<file path="src/include/iwm_map.svh">
// Constants for the interrupt priority and wake map block
`ifndef IWM_MAP_SVH
`define IWM_MAP_SVH

`define IWM_NUM_IRQ 32
`define IWM_NUM_PRIO_REG 8
`define IWM_PRIO_W 2
`define IWM_PRIO_REG_SHIFT 2
`define IWM_PRIO_STRIDE 8
`define IWM_PRIO_BASE_BIT 6
`define IWM_PRIO_RESET 2'h0
`define IWM_VECTOR_OFFSET 6'h10
`define IWM_VECTOR_ADDR_SHIFT 2
`define IWM_NUM_SRC 13

// IRQ numbers of the routed sources
`define IWM_IRQ_PWR 5'h06
`define IWM_IRQ_SERIAL 5'h0C
`define IWM_IRQ_ADC 5'h0F
`define IWM_IRQ_CMP 5'h10
`define IWM_IRQ_TMR_A 5'h11
`define IWM_IRQ_TMR_B 5'h12
`define IWM_IRQ_RTC_ALARM 5'h14
`define IWM_IRQ_RTC_SEC 5'h15
`define IWM_IRQ_LPTMR 5'h1C
`define IWM_IRQ_PIN_A 5'h1E
`define IWM_IRQ_PIN_B 5'h1F

// Bit positions of the sources in the synchronised request vector
`define IWM_SRC_CMP 0
`define IWM_SRC_TMR_A 1
`define IWM_SRC_TMR_B 2
`define IWM_SRC_LPTMR 3
`define IWM_SRC_RTC_ALARM 4
`define IWM_SRC_RTC_SEC 5
`define IWM_SRC_SERIAL 6
`define IWM_SRC_ADC 7
`define IWM_SRC_PIN_A 8
`define IWM_SRC_PIN_B 9
`define IWM_SRC_LVD 10
`define IWM_SRC_LVW 11
`define IWM_SRC_RESET_PIN 12

`endif

</file>
<file path="src/include/iwm_pkg.sv">
// Types shared by the interrupt priority and wake map block
package iwm_pkg;

    // Raw requests, all from outside the system clock domain
    typedef struct packed {
        logic reset_pin;
        logic lvw;
        logic lvd;
        logic pin_b;
        logic pin_a;
        logic adc;
        logic serial;
        logic rtc_sec;
        logic rtc_alarm;
        logic lptmr;
        logic tmr_b;
        logic tmr_a;
        logic cmp;
    } iwm_src_s;

    // Qualifiers from logic on the system clock
    typedef struct packed {
        logic pin_a_en;
        logic pin_b_en;
        logic serial_clocked;
        logic tmr_a_clocked;
        logic tmr_b_clocked;
        logic lptmr_clocked;
        logic adc_clk_ok;
        logic reset_filt_lpo;
    } iwm_qual_s;

    typedef enum logic [1:0] {
        IWM_RUN = 2'b00,
        IWM_STOP = 2'b01,
        IWM_WAKE = 2'b10
    } iwm_wake_e;

endpackage : iwm_pkg

</file>
<file path="src/hdl/iwm_prio_mem.sv">
// Priority field store with a registered word read port
`timescale 1ns/1ps
`include "iwm_map.svh"

module iwm_prio_mem (
    input wire logic clk,
    input wire logic rst_n,
    input wire logic wr_en,
    input wire logic [4:0] wr_irq,
    input wire logic [1:0] wr_level,
    input wire logic [2:0] rd_index,
    output logic [31:0] rd_data_r,
    output logic [63:0] prio_flat
);

    logic [1:0] field_r [`IWM_NUM_IRQ];
    logic [31:0] word_sel;
    logic [31:0] rd_data_nxt;

    // ------------------------------------------------------------
    // Fields, one per IRQ
    // ------------------------------------------------------------
    genvar gi;
    generate
        for (gi = 0; gi < `IWM_NUM_IRQ; gi++) begin : g_field
            logic [1:0] field_nxt;
            always_comb begin
                field_nxt = field_r[gi];
                if (wr_en && wr_irq == 5'(gi)) begin
                    field_nxt = wr_level; // RULE6
                end
            end
            always_ff @(posedge clk or negedge rst_n) begin
                if (!rst_n) begin
                    field_r[gi] <= `IWM_PRIO_RESET;
                end else begin
                    field_r[gi] <= field_nxt;
                end
            end
            assign prio_flat[gi*2 +: 2] = field_r[gi];
        end
    endgenerate

    // ------------------------------------------------------------
    // Word view: register irq div 4, field at 8*(irq mod 4)+6
    // ------------------------------------------------------------
    always_comb begin
        word_sel = 32'h0;
        for (int k = 0; k < 4; k++) begin
            word_sel[`IWM_PRIO_STRIDE*k + `IWM_PRIO_BASE_BIT +: 2] =
                field_r[{rd_index, 2'(k)}]; // RULE4 RULE5
        end
        rd_data_nxt = word_sel;
    end

    always_ff @(posedge clk or negedge rst_n) begin
        if (!rst_n) begin
            rd_data_r <= 32'h0;
        end else begin
            rd_data_r <= rd_data_nxt;
        end
    end

endmodule : iwm_prio_mem

</file>
<file path="src/hdl/iwm_top.sv">
// Interrupt routing, priority arbitration and stop-mode wake detection
//
// What this block does
// RULE1: The comparator edge request goes out as IRQ 16, vector 32.
// RULE2: The two PWM timer requests go out as IRQ 17 and IRQ 18.
// RULE3: The low-power timer compare request goes out as IRQ 28, vector 44.
// RULE4: An IRQ's priority sits in priority register number IRQ div 4.
// RULE5: Inside that register the field starts at bit 8*(IRQ mod 4)+6.
// RULE6: Each priority field is two bits wide, giving four levels.
// RULE7: In stop mode wake events are caught and clocking restart is asked.
// RULE8: After the restart the request stays pending and is serviced.
// RULE9: Any enabled pin interrupt wakes the device from stop.
// RULE10: Serial, PWM timer and low-power timer requests wake only if clocked.
// RULE11: The clock alarm and seconds requests each wake the device.
// RULE12: The comparator wakes the device in normal and in trigger mode.
// RULE13: Low-voltage detect and warning stay live in stop and wake it.
// RULE14: The reset pin wakes only when its filter runs on the slow oscillator.
// RULE15: The converter wakes only on its internal or crystal clock.
// RULE16: Each IRQ number equals its vector number minus 16.
// RULE17: The vector entry is fetched from four times the vector number.
`timescale 1ns/1ps
`include "iwm_map.svh"

module iwm_top (
    input wire logic clk,
    input wire logic rst_n,
    input wire iwm_pkg::iwm_src_s src_raw,
    input wire iwm_pkg::iwm_qual_s qual,
    input wire logic [31:0] irq_enable,
    input wire logic stop_mode,
    input wire logic clk_restarted,
    input wire logic prio_wr_en,
    input wire logic [4:0] prio_wr_irq,
    input wire logic [1:0] prio_wr_level,
    input wire logic [2:0] prio_rd_index,
    output logic [31:0] prio_rd_data_r,
    output logic [31:0] irq_pending_r,
    output logic irq_valid_r,
    output logic [4:0] irq_num_r,
    output logic [5:0] irq_vector_r,
    output logic [7:0] vec_addr_r,
    output logic wake_req_r
);

    // ------------------------------------------------------------
    // Input synchronisers: a change counts once stages 2 and 3 agree
    // ------------------------------------------------------------
    logic [`IWM_NUM_SRC-1:0] raw_vec;
    logic [`IWM_NUM_SRC-1:0] s1_r, s2_r, s3_r, req_r;
    logic [`IWM_NUM_SRC-1:0] s1_nxt, s2_nxt, s3_nxt, req_nxt;

    assign raw_vec = src_raw;

    genvar gs;
    generate
        for (gs = 0; gs < `IWM_NUM_SRC; gs++) begin : g_sync
            always_comb begin
                s1_nxt[gs] = raw_vec[gs];
                s2_nxt[gs] = s1_r[gs];
                s3_nxt[gs] = s2_r[gs];
                req_nxt[gs] = (s2_r[gs] == s3_r[gs]) ? s3_r[gs] : req_r[gs];
            end
        end
    endgenerate

    always_ff @(posedge clk or negedge rst_n) begin
        if (!rst_n) begin
            s1_r <= '0;
            s2_r <= '0;
            s3_r <= '0;
            req_r <= '0;
        end else begin
            s1_r <= s1_nxt;
            s2_r <= s2_nxt;
            s3_r <= s3_nxt;
            req_r <= req_nxt;
        end
    end

    // ------------------------------------------------------------
    // Routing of sources onto IRQ lines
    // ------------------------------------------------------------
    logic [31:0] irq_line;
    logic [31:0] pending_nxt;

    always_comb begin
        irq_line = 32'h0;
        irq_line[`IWM_IRQ_PWR] = req_r[`IWM_SRC_LVD] | req_r[`IWM_SRC_LVW];
        irq_line[`IWM_IRQ_SERIAL] = req_r[`IWM_SRC_SERIAL];
        irq_line[`IWM_IRQ_ADC] = req_r[`IWM_SRC_ADC];
        irq_line[`IWM_IRQ_CMP] = req_r[`IWM_SRC_CMP]; // RULE1
        irq_line[`IWM_IRQ_TMR_A] = req_r[`IWM_SRC_TMR_A]; // RULE2
        irq_line[`IWM_IRQ_TMR_B] = req_r[`IWM_SRC_TMR_B]; // RULE2
        irq_line[`IWM_IRQ_RTC_ALARM] = req_r[`IWM_SRC_RTC_ALARM];
        irq_line[`IWM_IRQ_RTC_SEC] = req_r[`IWM_SRC_RTC_SEC];
        irq_line[`IWM_IRQ_LPTMR] = req_r[`IWM_SRC_LPTMR]; // RULE3
        irq_line[`IWM_IRQ_PIN_A] = req_r[`IWM_SRC_PIN_A] & qual.pin_a_en;
        irq_line[`IWM_IRQ_PIN_B] = req_r[`IWM_SRC_PIN_B] & qual.pin_b_en;
        // Level requests: a source stays pending while its line and its irq_enable bit are both high
        pending_nxt = irq_line & irq_enable; // RULE8
    end

    // ------------------------------------------------------------
    // Priority store
    // ------------------------------------------------------------
    logic [63:0] prio_flat;

    iwm_prio_mem iwm_prio_mem_i (
        .clk(clk),
        .rst_n(rst_n),
        .wr_en(prio_wr_en),
        .wr_irq(prio_wr_irq),
        .wr_level(prio_wr_level),
        .rd_index(prio_rd_index),
        .rd_data_r(prio_rd_data_r),
        .prio_flat(prio_flat)
    );

    // ------------------------------------------------------------
    // Arbitration: lowest level value wins, ties go to lower IRQ
    // ------------------------------------------------------------
    logic best_found;
    logic [4:0] best_irq;
    logic [1:0] best_lvl;
    logic valid_nxt;
    logic [4:0] num_nxt;
    logic [5:0] vector_nxt;
    logic [7:0] addr_nxt;

    always_comb begin
        best_found = 1'b0;
        best_irq = 5'h0;
        best_lvl = 2'h3;
        for (int i = 0; i < `IWM_NUM_IRQ; i++) begin
            if (irq_pending_r[i] &&
                (!best_found || prio_flat[i*2 +: 2] < best_lvl)) begin
                best_found = 1'b1;
                best_irq = 5'(i);
                best_lvl = prio_flat[i*2 +: 2]; // RULE6
            end
        end
        // Core stays idle while clocks are held for wake-up
        valid_nxt = best_found && !stop_mode;
        num_nxt = best_irq;
        vector_nxt = {1'b0, best_irq} + `IWM_VECTOR_OFFSET; // RULE16
        addr_nxt = {vector_nxt, 2'h0}; // RULE17
    end

    // ------------------------------------------------------------
    // Wake detector
    // ------------------------------------------------------------
    logic wake_any;
    iwm_pkg::iwm_wake_e wstate_r, wstate_nxt;
    logic wake_nxt;

    always_comb begin
        wake_any = 1'b0;
        wake_any = wake_any |
            (req_r[`IWM_SRC_PIN_A] & qual.pin_a_en) |
            (req_r[`IWM_SRC_PIN_B] & qual.pin_b_en); // RULE9
        wake_any = wake_any |
            (req_r[`IWM_SRC_SERIAL] & irq_enable[`IWM_IRQ_SERIAL] &
             qual.serial_clocked) |
            (req_r[`IWM_SRC_TMR_A] & irq_enable[`IWM_IRQ_TMR_A] &
             qual.tmr_a_clocked) |
            (req_r[`IWM_SRC_TMR_B] & irq_enable[`IWM_IRQ_TMR_B] &
             qual.tmr_b_clocked) |
            (req_r[`IWM_SRC_LPTMR] & irq_enable[`IWM_IRQ_LPTMR] &
             qual.lptmr_clocked); // RULE10
        wake_any = wake_any | req_r[`IWM_SRC_RTC_ALARM] |
            req_r[`IWM_SRC_RTC_SEC]; // RULE11
        // Comparator mode is not looked at: both modes raise the line
        wake_any = wake_any | req_r[`IWM_SRC_CMP]; // RULE12
        wake_any = wake_any | req_r[`IWM_SRC_LVD] |
            req_r[`IWM_SRC_LVW]; // RULE13
        wake_any = wake_any |
            (req_r[`IWM_SRC_RESET_PIN] & qual.reset_filt_lpo); // RULE14
        wake_any = wake_any |
            (req_r[`IWM_SRC_ADC] & qual.adc_clk_ok); // RULE15
    end

    always_comb begin
        wstate_nxt = wstate_r;
        wake_nxt = 1'b0;
        case (wstate_r)
            iwm_pkg::IWM_RUN: begin
                if (stop_mode) begin
                    wstate_nxt = iwm_pkg::IWM_STOP;
                end
            end
            iwm_pkg::IWM_STOP: begin
                // Leaving stop is looked at first, so a late source
                // cannot raise a wake for a device that already runs
                if (!stop_mode) begin
                    wstate_nxt = iwm_pkg::IWM_RUN;
                end else if (wake_any) begin
                    wstate_nxt = iwm_pkg::IWM_WAKE; // RULE7
                    wake_nxt = 1'b1;
                end
            end
            iwm_pkg::IWM_WAKE: begin
                // Held until clock control confirms, so a slow restart
                // cannot lose the request
                wake_nxt = 1'b1; // RULE7
                if (clk_restarted && !stop_mode) begin
                    wstate_nxt = iwm_pkg::IWM_RUN;
                    wake_nxt = 1'b0;
                end
            end
            default: begin
                wstate_nxt = iwm_pkg::IWM_RUN;
            end
        endcase
    end

    // ------------------------------------------------------------
    // Output registers
    // ------------------------------------------------------------
    always_ff @(posedge clk or negedge rst_n) begin
        if (!rst_n) begin
            wstate_r <= iwm_pkg::IWM_RUN;
            wake_req_r <= 1'b0;
            irq_pending_r <= 32'h0;
            irq_valid_r <= 1'b0;
            irq_num_r <= 5'h0;
            irq_vector_r <= 6'h0;
            vec_addr_r <= 8'h0;
        end else begin
            wstate_r <= wstate_nxt;
            wake_req_r <= wake_nxt;
            irq_pending_r <= pending_nxt;
            irq_valid_r <= valid_nxt;
            irq_num_r <= num_nxt;
            irq_vector_r <= vector_nxt;
            vec_addr_r <= addr_nxt;
        end
    end

endmodule : iwm_top

</file>
<file path="config.mk">
export PLATFORM = sky130hd
export DESIGN_NAME = iwm_top
export DESIGN_NICKNAME = d
export VERILOG_FILES = /design/src/include/iwm_pkg.sv /design/src/hdl/iwm_prio_mem.sv /design/src/hdl/iwm_top.sv
export VERILOG_INCLUDE_DIRS = /design/src /design/src/include
export SDC_FILE = /design/constraint.sdc
export NUM_CORES = 1
export LEC_CHECK = 0
export BUFFER_PORTS_ARGS = -buffer_cell sky130_fd_sc_hd__buf_4
export CAP_MARGIN = 20
export CORE_UTILIZATION = 25
export CTS_CLUSTER_SIZE = 24
export DETAILED_ROUTE_END_ITERATION = 8
export SYNTH_ARGS = -nofsm -noshare
export SYNTH_HDL_FRONTEND = slang
export SYNTH_SLANG_ARGS = --single-unit
</file>
<file path="constraint.sdc">
create_clock -name clk -period 5.1 [get_ports clk]
set_clock_uncertainty 0.1 [all_clocks]
set_input_delay 0 -clock clk [delete_from_list [all_inputs] [get_ports clk]]
set_output_delay 0 -clock clk [all_outputs]
set_load 0.05 [all_outputs]
</file>
# Word level (Yosys, flattened, before mapping)
# Index checks and enable logic that the tools add are counted.
[totals] register_bits=171 input_bits=68 out_inout_bits=85 elab_cells=416
[op_classes] add_sub_neg=1 order_cmp=35 n_eq_ne=49 n_mux=115 bitwise=30 reduce_logical=131
[op_table] operator="2-to-1 mux 5 bit" count=30
[op_table] operator="2-to-1 mux 2 bit" count=43
[op_table] operator="equality test 5 bit, second input constant" count=16
[op_table] operator="logical AND 1 bit" count=65
[op_table] operator="< comparator 2 bit" count=31
[op_table] operator="binary-select mux 2 bit (select 5 bit)" count=4
[op_table] operator="equality test 5 x 4 -> 1 bit, second input constant" count=8
[op_table] operator="2-to-1 mux 1 bit" count=36
[op_table] operator="AND 32 bit" count=1
[op_table] operator="zero test 1 bit" count=32
[op_table] operator="logical OR 1 bit" count=31
[op_table] operator="greater-or-equal comparator 6 bit, second input constant" count=4
[op_table] operator="inverter 5 -> 6 bit" count=4
[op_table] operator="equality test 5 x 3 -> 1 bit, second input constant" count=4
[op_table] operator="equality test 1 bit" count=13
[op_table] operator="OR 1 bit" count=13
[op_table] operator="AND 1 bit" count=12
[op_table] operator="equality test 5 x 2 -> 1 bit, second input constant" count=2
[op_table] operator="adder 5 x 5 -> 6 bit, second input constant" count=1
[op_table] operator="case mux 2 bit (3 select lines)" count=1
[op_table] operator="equality test 5 x 1 -> 1 bit, second input constant" count=1
[op_table] operator="zero test 5 bit" count=1
[op_table] operator="inequality test 2 bit, second input constant" count=2
[op_table] operator="inequality test 3 bit, second input constant" count=1
[op_table] operator="5 further kinds" count=5

# Logic depth before layout (Yosys ltp)
# Gate-level depths: netlist of the first run.
[logic_depth] depth_word=126 mapped_depth=16 depth_no_buf=15

# Modules after synthesis
# Synthesis of the first run repeated with hierarchy kept, for this count alone.
[hier_totals] hier_cells=576 area_unflattened_um2=7190.6
[by_module_without_submodules] mod="iwm_top" instances=1 cells_per_inst=328 area_each_um2=3614.7 seq_area_each_um2=1826.8
[by_module_without_submodules] mod="iwm_prio_mem" instances=1 cells_per_inst=248 area_each_um2=3575.9 seq_area_each_um2=1801.7

# Least setup slack after synthesis of the first run
# OpenSTA, ideal clock, no wires.
[synth_path] path_type="flip-flop to flip-flop" startpoint="register irq_pending_r[16]" endpoint="register vec_addr_r[6]" setup_ns=0.095 t_arrival_ns=3.990 required_time_ns=4.905 setup_slack_ns=0.915 path_stages_with_launch=17 path_buffers=1 synth_period_minus_slack_ns=4.185 path_cell_list="dfrtp_1 -> nor2b_1 -> or4_4 -> buf_6 -> a21oi_4 -> a211oi_1 -> o31a_1 -> o2111ai_2 -> a31oi_1 -> a211oi_2 -> mux2i_1 -> ha_1 -> o31a_1 -> o22ai_1 -> a32o_1 -> a41oi_2 -> nor4b_2"
[synth_via] elab_chain_len=63 elab_cells_between_ends=108 cone_classes="1 x add/sub; 15 x order compare; 46 x mux; 46 x reduce/logical"
[synth_lines] item="from (decl)" line="iwm_top.sv:37" rtl="output logic [31:0] irq_pending_r,"
[synth_lines] item="from (signal assigned)" line="iwm_top.sv:231" rtl="irq_pending_r <= pending_nxt;"
[synth_lines] item="logical AND 1 bit *" line="iwm_top.sv:135" rtl="if (irq_pending_r[i] &&"
[synth_lines] item="2-to-1 mux 2 bit / 2-to-1 mux 1 bit (equally long branches)" line="iwm_top.sv:135"
[synth_lines] item="< comparator 2 bit / zero test 1 bit (equally long branches)" line="iwm_top.sv:136" rtl="(!best_found || prio_flat[i*2 +: 2] < best_lvl)) begin"
[synth_lines] item="logical OR 1 bit" line="iwm_top.sv:136"
[synth_lines] item="logical AND 1 bit" line="iwm_top.sv:135"
[synth_lines] item="2-to-1 mux 2 bit / 2-to-1 mux 1 bit (equally long branches)" line="iwm_top.sv:135"
[synth_lines] item="< comparator 2 bit / zero test 1 bit (equally long branches)" line="iwm_top.sv:136"
[synth_lines] item="logical OR 1 bit" line="iwm_top.sv:136"
[synth_lines] item="[... 48 more ...]"
[synth_lines] item="logical AND 1 bit" line="iwm_top.sv:135"
[synth_lines] item="2-to-1 mux 2 bit / 2-to-1 mux 1 bit (equally long branches)" line="iwm_top.sv:135"
[synth_lines] item="< comparator 2 bit / zero test 1 bit (equally long branches)" line="iwm_top.sv:136"
[synth_lines] item="logical OR 1 bit" line="iwm_top.sv:136"
[synth_lines] item="logical AND 1 bit" line="iwm_top.sv:135"
[synth_lines] item="2-to-1 mux 5 bit *" line="iwm_top.sv:135"
[synth_lines] item="adder 5 x 5 -> 6 bit (no source line) *"
[synth_lines] item="via vector_nxt[4]" line="iwm_top.sv:127" rtl="logic [5:0] vector_nxt;"
[synth_lines] item="to (signal assigned)" line="iwm_top.sv:235" rtl="vec_addr_r <= addr_nxt;"
[synth_lines] item="to (decl)" line="iwm_top.sv:41" rtl="output logic [7:0] vec_addr_r,"
# Mark *: on every way through the listed nets, which the timed path passes. The rest lies on a longest branch.
# A chain may end at the register's enable or synchronous reset.

# Final worst setup path of the first run
[layout_path] startpoint="register irq_pending_r[12]" endpoint="register vec_addr_r[6]"
[layout_via] elab_chain_len=79 elab_cells_between_ends=136 cone_classes="1 x add/sub; 19 x order compare; 58 x mux; 58 x reduce/logical"
[layout_lines] item="logical AND 1 bit *" line="iwm_top.sv:135"
[layout_lines] item="2-to-1 mux 2 bit / 2-to-1 mux 1 bit (equally long branches)" line="iwm_top.sv:135"
[layout_lines] item="< comparator 2 bit / zero test 1 bit (equally long branches)" line="iwm_top.sv:136"
[layout_lines] item="logical OR 1 bit" line="iwm_top.sv:136"
[layout_lines] item="logical AND 1 bit" line="iwm_top.sv:135"
[layout_lines] item="2-to-1 mux 2 bit / 2-to-1 mux 1 bit (equally long branches)" line="iwm_top.sv:135"
[layout_lines] item="< comparator 2 bit / zero test 1 bit (equally long branches)" line="iwm_top.sv:136"
[layout_lines] item="logical OR 1 bit" line="iwm_top.sv:136"
[layout_lines] item="[... 64 more ...]"
[layout_lines] item="logical AND 1 bit" line="iwm_top.sv:135"
[layout_lines] item="2-to-1 mux 2 bit / 2-to-1 mux 1 bit (equally long branches)" line="iwm_top.sv:135"
[layout_lines] item="< comparator 2 bit / zero test 1 bit (equally long branches)" line="iwm_top.sv:136"
[layout_lines] item="logical OR 1 bit" line="iwm_top.sv:136"
[layout_lines] item="logical AND 1 bit" line="iwm_top.sv:135"
[layout_lines] item="2-to-1 mux 5 bit *" line="iwm_top.sv:135"
[layout_lines] item="adder 5 x 5 -> 6 bit (no source line) *"
[layout_lines] item="via vector_nxt[4]" line="iwm_top.sv:127"
# Marks and branches as above.

==> results of run 1 <==
## final cells by class
cell class	instances	area (um2)
timing repair buffer	125	1040
sequential	145	3628
clock buffer	20	456.7
tap	372	465.4
inverter	14	52.55
fill	2718	18390
multi-input combinational	380	2995
clock inverter	12	227.7
## Yosys cell counts, drive strengths merged, types with 4 or more instances
| cell type | count | area [um2] |
|---|---|---|
| a211oi | 5 | 42.54 |
| a21oi | 10 | 61.31 |
| and2 | 14 | 87.58 |
| and3 | 5 | 31.28 |
| buf | 61 | 454.2 |
| clkbuf | 12 | 45.04 |
| dfrtp | 145 | 3628 |
| ha | 4 | 50.05 |
| inv | 14 | 52.55 |
| maj3 | 15 | 150.1 |
| mux2 | 70 | 788.3 |
| mux4 | 16 | 364.1 |
| nand2 | 28 | 105.1 |
| nand2b | 14 | 87.58 |
| nand3 | 10 | 50.05 |
| nor2 | 23 | 88.84 |
| nor2b | 13 | 96.35 |
| nor3 | 10 | 50.05 |
| nor4 | 4 | 25.02 |
| o2111ai | 4 | 41.29 |
| o21a | 5 | 37.54 |
| o21ai | 15 | 75.07 |
| o31ai | 5 | 37.54 |
| or3 | 4 | 30.03 |
## power groups by stage
stage / clock (uW) / sequential [uW] / combinational [uW]
2_1_floorplan: 0 / 1590 / 630
3_3_place_gp: 0 / 1490 / 948
3_5_place_dp: 0 / 1500 / 958
4_1_cts: 1480 / 1480 / 983
5_1_grt: 1520 / 1500 / 1050
6_report: 1440 / 1470 / 974
## cells by family after synthesis
family                     after synthesis  share of synthesized area [%]
other                                    1                        0.05355
muxes                                   87                          16.60
adders and majority gates               19                          2.859
and+or+nand+nor                        143                          11.47
DFF                                    145                          51.81
buffers and inverters                   87                          7.879
AOI/OAI and AO/OA                       84                          9.327
## sequential cells by signal (all words and copies together), names as in the netlist, 2 cells and up
signal / count
s1_r: 13
iwm_prio_mem_i.rd_data_r: 8
s2_r: 13
vec_addr_r: 2
iwm_prio_mem_i.prio_flat: 64
req_r: 13
irq_num_r: 4
s3_r: 13
wstate_r: 2
irq_pending_r: 11
## layer usage
layer | routed length [um] | up-vias | global-route usage [%]
met2 | 7774 | 118 | 19.11
met5 | 0 | - | 0
li1 | - | 2187 | -
met3 | 608 | 16 | 2.705
met1 | 7144 | 2320 | 15.52
met4 | 258 | 0 | 3.408
## how the worst max path moves through the flow
stage | end | cells past startpoint
after floorplan | vec_addr_r[6]$_DFF_PN0_ | 16
after global placement | vec_addr_r[6]$_DFF_PN0_ | 15
after detailed placement | vec_addr_r[6]$_DFF_PN0_ | 15
after CTS | vec_addr_r[6]$_DFF_PN0_ | 15
after global routing | vec_addr_r[6]$_DFF_PN0_ | 15
final | vec_addr_r[6]$_DFF_PN0_ | 15
## stage by stage
stage	utilization [%]	worst slack (ns)	area, um2
5_1_grt	32.53	0.2754	8866
6_report	32.53	0.5771	8866
3_3_place_gp	28.59	0.7199	7791
2_1_floorplan	-	0.9154	7176
3_5_place_dp	28.59	0.6476	7791
4_1_cts	32.53	0.6221	8866
==> results.toml, run 1 <==
[clocking]
clock_latency_ns = 0.42
cts_max_path_buffers = 2
cts_sinks = 145
cts_hold_buf = 39
root_buffer = "clkbuf_16"
ctsResizeCount = 0
cts_setup_buffers = 0
cts_buffers = 17
cts_tree = "done"
path_clk_slew_ns = 0.06
h-tree-depth = 4

[critical_path]
end_kind = "flip-flop"
arrival_ns = 4.75
required_ns = 5.33
crit_path_max_incr_delay_ns = 0.52
reg2reg_from = "irq_pending_r[12]$_DFF_PN0_"
crit_path_start = "irq_pending_r[12]$_DFF_PN0_"
critPathMaxFanout = 8
r2r_end = "vec_addr_r[6]$_DFF_PN0_"
crit_type = "reg2reg"
critPathLaunchType = "flip-flop"
r2r_slack_ns = 0.58
cp_slowest_cell = "nor4_1"
crit_chain = "nor2b_4 -> nor4_1 -> o2111ai_1 -> or2_1 -> a21o_1 -> o2111ai_1 -> a31oi_1 -> a211oi_2 -> mux2i_1 -> ha_1 -> o31a_1 -> o22ai_1 -> a32o_1 -> a41oi_2 -> nor4b_2"
r2r_cells = 15
critPathTopFamily = "compound AO/OA/AOI/OAI gates"
crit_buf_inv = 0
cp_common_cell = "o2111ai_1"

[timing]
fmaxAchievable_mhz = 221.1
rsz0062_at_grt = "no"
setup_tns_ns = 0
finalHoldViolCount = 0
slew_violations = 0
max_slew.worst_pin.slew_ns = 0.7380
relSlewSlack_pct = 50.80
whs_ns = 0.05042
period_needed_ns = 4.523
setup_violations = 0
finalCritPeriodShare_pct = 88.68

[finish]
num-nets-final = 755
final_cell_mix = "dfrtp_1 (145), buf_4 (85), mux2_2 (70), conb_1 (47), dlygate4sd3_1 (39)"
final_cells = 1068
final_common_cell = "dfrtp_1"
drive_gt1_share_pct = 31.32
diodes = 0
areaGrowthSynthToFinish_pct = 26.60

[synthesis]
syn_area_um2 = 7003
synth_edf_count = 0
synth-seq-cells = 145
yosysWarnings = 0
synth-main-ff-cell = "dfrtp_1"
yosysUniqueCellTypes = 72
syn_avg_cell_area_um2 = 12.37
synthCells = 566
synthArstFlopShare_pct = 100.0
synth_seq_area_share_pct = 51.81

[routing]
vias = 4641
drc_errors = 0
drt-initial-drc-count = 165
routed_wl_mm = 15.79
avgRoutedWirePerCell_um = 14.78
first_pass_iters = 4
drt-vias-per-instance = 4.346
ant_nets = 0

[pwr]
clkPwrFrac_pct = 37.1
power.density_nw_per_um2 = 438.9
vdd_drop_max_v = 0.0002295
power_uw = 3891
p_sw_share_pct = 31.89
seqPwrFrac_pct = 37.9
power.internal_uw = 2651
cellLeakagePower_uw = 0.003917
power_frac_comb_pct = 25.0
p_switching_uw = 1241

[min_path]
hold_class = "in2async"

[placed_design]
post-place-cells = 997
gp_congestion = 0.8186
io_buffers = 84
hpwlAfterDp_mm = 11.39

[outcome]
status = "finished, final reports clean"

[floorplan]
die_w_um = 169.4
core_um2 = 27250
initial_core_util_pct = 25.70
die_area_um2 = 28680
die_h_um = 169.4
num_rows = 60
ios = 153

[grt]
grt_pass1_vias = 4636
antenna_found_initial = 0
grt_max_degree = 79
grtUsageTotal_pct = 11.74
overflow = 0
grt_first_pass_wirelength_mm = 25.92

[run]
max-cap-violations = 0
(Power assumes the default switching activity.)
==> run 2: changes to the inputs <==
Settings changed: GPL_TIMING_DRIVEN from default to 0.
==> run 2 against run 1 <==
Setup slack worse by 0.023 ns. Die area unchanged. Design area rose by 4.1%. Fmax shrank 0.50%. Largest power group unchanged.
==> results.toml, run 2 (same netlist as run 1, synthesis figures left out) <==
[critical_path]
crit_type = "reg2reg"
required_ns = 5.33
r2r_cells = 15
reg2reg_from = "irq_pending_r[12]$_DFF_PN0_"
r2r_end = "vec_addr_r[6]$_DFF_PN0_"
critPathMaxFanout = 8
arrival_ns = 4.77
end_kind = "flip-flop"
r2r_slack_ns = 0.55
critPathLaunchType = "flip-flop"

[routing]
avgRoutedWirePerCell_um = 14.26
ant_nets = 0
routed_wl_mm = 16.14
first_pass_iters = 4
vias = 4790
drt-initial-drc-count = 227
drc_errors = 0
drt-vias-per-instance = 4.231

[grt]
antenna_found_initial = 0
grt_first_pass_wirelength_mm = 25.54
grt_pass1_vias = 4676
overflow = 0
grtUsageTotal_pct = 11.68
grt_max_degree = 88

[run]
max-cap-violations = 0

[clocking]
cts_buffers = 17
cts_hold_buf = 37
path_clk_slew_ns = 0.06
cts_setup_buffers = 0
ctsResizeCount = 0
cts_max_path_buffers = 2
clock_latency_ns = 0.42
cts_tree = "done"
root_buffer = "clkbuf_16"
cts_sinks = 145
h-tree-depth = 4

[pwr]
power_uw = 3778
cellLeakagePower_uw = 0.004180
power.density_nw_per_um2 = 409.4
vdd_drop_max_v = 0.0002401

[finish]
drive_gt1_share_pct = 35.66
diodes = 0
final_common_cell = "dfrtp_1"
fillers = 2708
num-nets-final = 820
final_cells = 1132
final_cell_mix = "dfrtp_1 (145), buf_4 (136), mux2_2 (70), conb_1 (47), dlygate4sd3_1 (37)"
largest_reg_flops = 64
areaGrowthSynthToFinish_pct = 31.78

[timing]
setup_tns_ns = 0
max_slew.worst_pin.slew_ns = 0.9387
finalHoldViolCount = 0
relSlewSlack_pct = 37.42
setup_violations = 0
rsz0062_at_grt = "no"
period_needed_ns = 4.546
finalCritPeriodShare_pct = 89.13
slew_violations = 0
fmaxAchievable_mhz = 220.0

[placed_design]
io_buffers = 79
gp_congestion = 0.8138
post-place-cells = 1064
hpwlAfterDp_mm = 11.92

[floorplan]
die_area_um2 = 28680
core_um2 = 27250
initial_core_util_pct = 25.70
die_w_um = 169.4
ios = 153
num_rows = 60
die_h_um = 169.4

[outcome]
status = "finished, final reports clean"

[min_path]
hold_class = "in2async"
==> run 2: layout make-up <==
type / instances / area, um2 / area share, %
well taps: 372 / 465.4 / 5.043
inverters: 14 / 52.55 / 0.5694
clock buffers: 18 / 439.2 / 4.759
clock inverters: 13 / 153.9 / 1.668
repair buffers: 117 / 994.7 / 10.78
multi-input cells: 380 / 2995 / 32.46
flip-flops and latches: 145 / 3628 / 39.32
plain buffers: 73 / 499.2 / 5.409
==> run 2: per-stage QoR <==
stage               instance area [um2]  worst slack, ns  hold slack, ns  utilization (%)
floorplan                          7176           0.9154         -0.3956                -
global placement                   8234           0.6341        0.009516            30.22
detailed placement                 8265           0.6002        -0.08001            30.33
CTS                                9229           0.5775         0.03216            33.87
global route                       9229           0.2595         0.06834            33.87
finish                             9229           0.5544         0.01954            33.87
==> run 2: report_power, final <==
part / switching (uW) / internal, uW / total [uW]
Sequential: 148 / 1320 / 1470
Combinational: 611 / 439 / 1050
Clock: 515 / 741 / 1260
==> run 2: critical path, stage by stage, from the launching register on <==
cell       delay [ns]
dfrtp_1          0.50
nor2b_4          0.20
nor4_1           0.51
o2111ai_1        0.35
or2_1            0.36
a21o_1           0.22
o2111ai_1        0.13
a31oi_1          0.16
a211oi_2         0.47
mux2i_1          0.25
ha_1             0.21
o31a_1           0.15
o22ai_1          0.08
a32o_1           0.22
a41oi_2          0.30
nor4b_2          0.25
==> run 2: worst max-delay path by stage <==
stage               depth (start not counted)                         from  slack (ns)                       to
global route                               15   irq_pending_r[6]$_DFF_PN0_        0.26  vec_addr_r[6]$_DFF_PN0_
global placement                           15  irq_pending_r[16]$_DFF_PN0_        0.63  vec_addr_r[6]$_DFF_PN0_
detailed placement                         15  irq_pending_r[16]$_DFF_PN0_        0.60  vec_addr_r[6]$_DFF_PN0_
finish                                     15  irq_pending_r[12]$_DFF_PN0_        0.55  vec_addr_r[6]$_DFF_PN0_
CTS                                        15  irq_pending_r[12]$_DFF_PN0_        0.58  vec_addr_r[6]$_DFF_PN0_
floorplan                                  16  irq_pending_r[16]$_DFF_PN0_        0.92  vec_addr_r[6]$_DFF_PN0_
==> run 2: layer usage <==
layer  up-vias  part of all wire (%)  wire (um)  GRT usage [%]
met5         -                     0          0              0
met4         0                  0.85        137          3.290
met3        13                   4.2        670          2.402
met2       119                    49       7985          19.27
met1      2331                    46       7349          15.46
li1       2327                     -          -              -
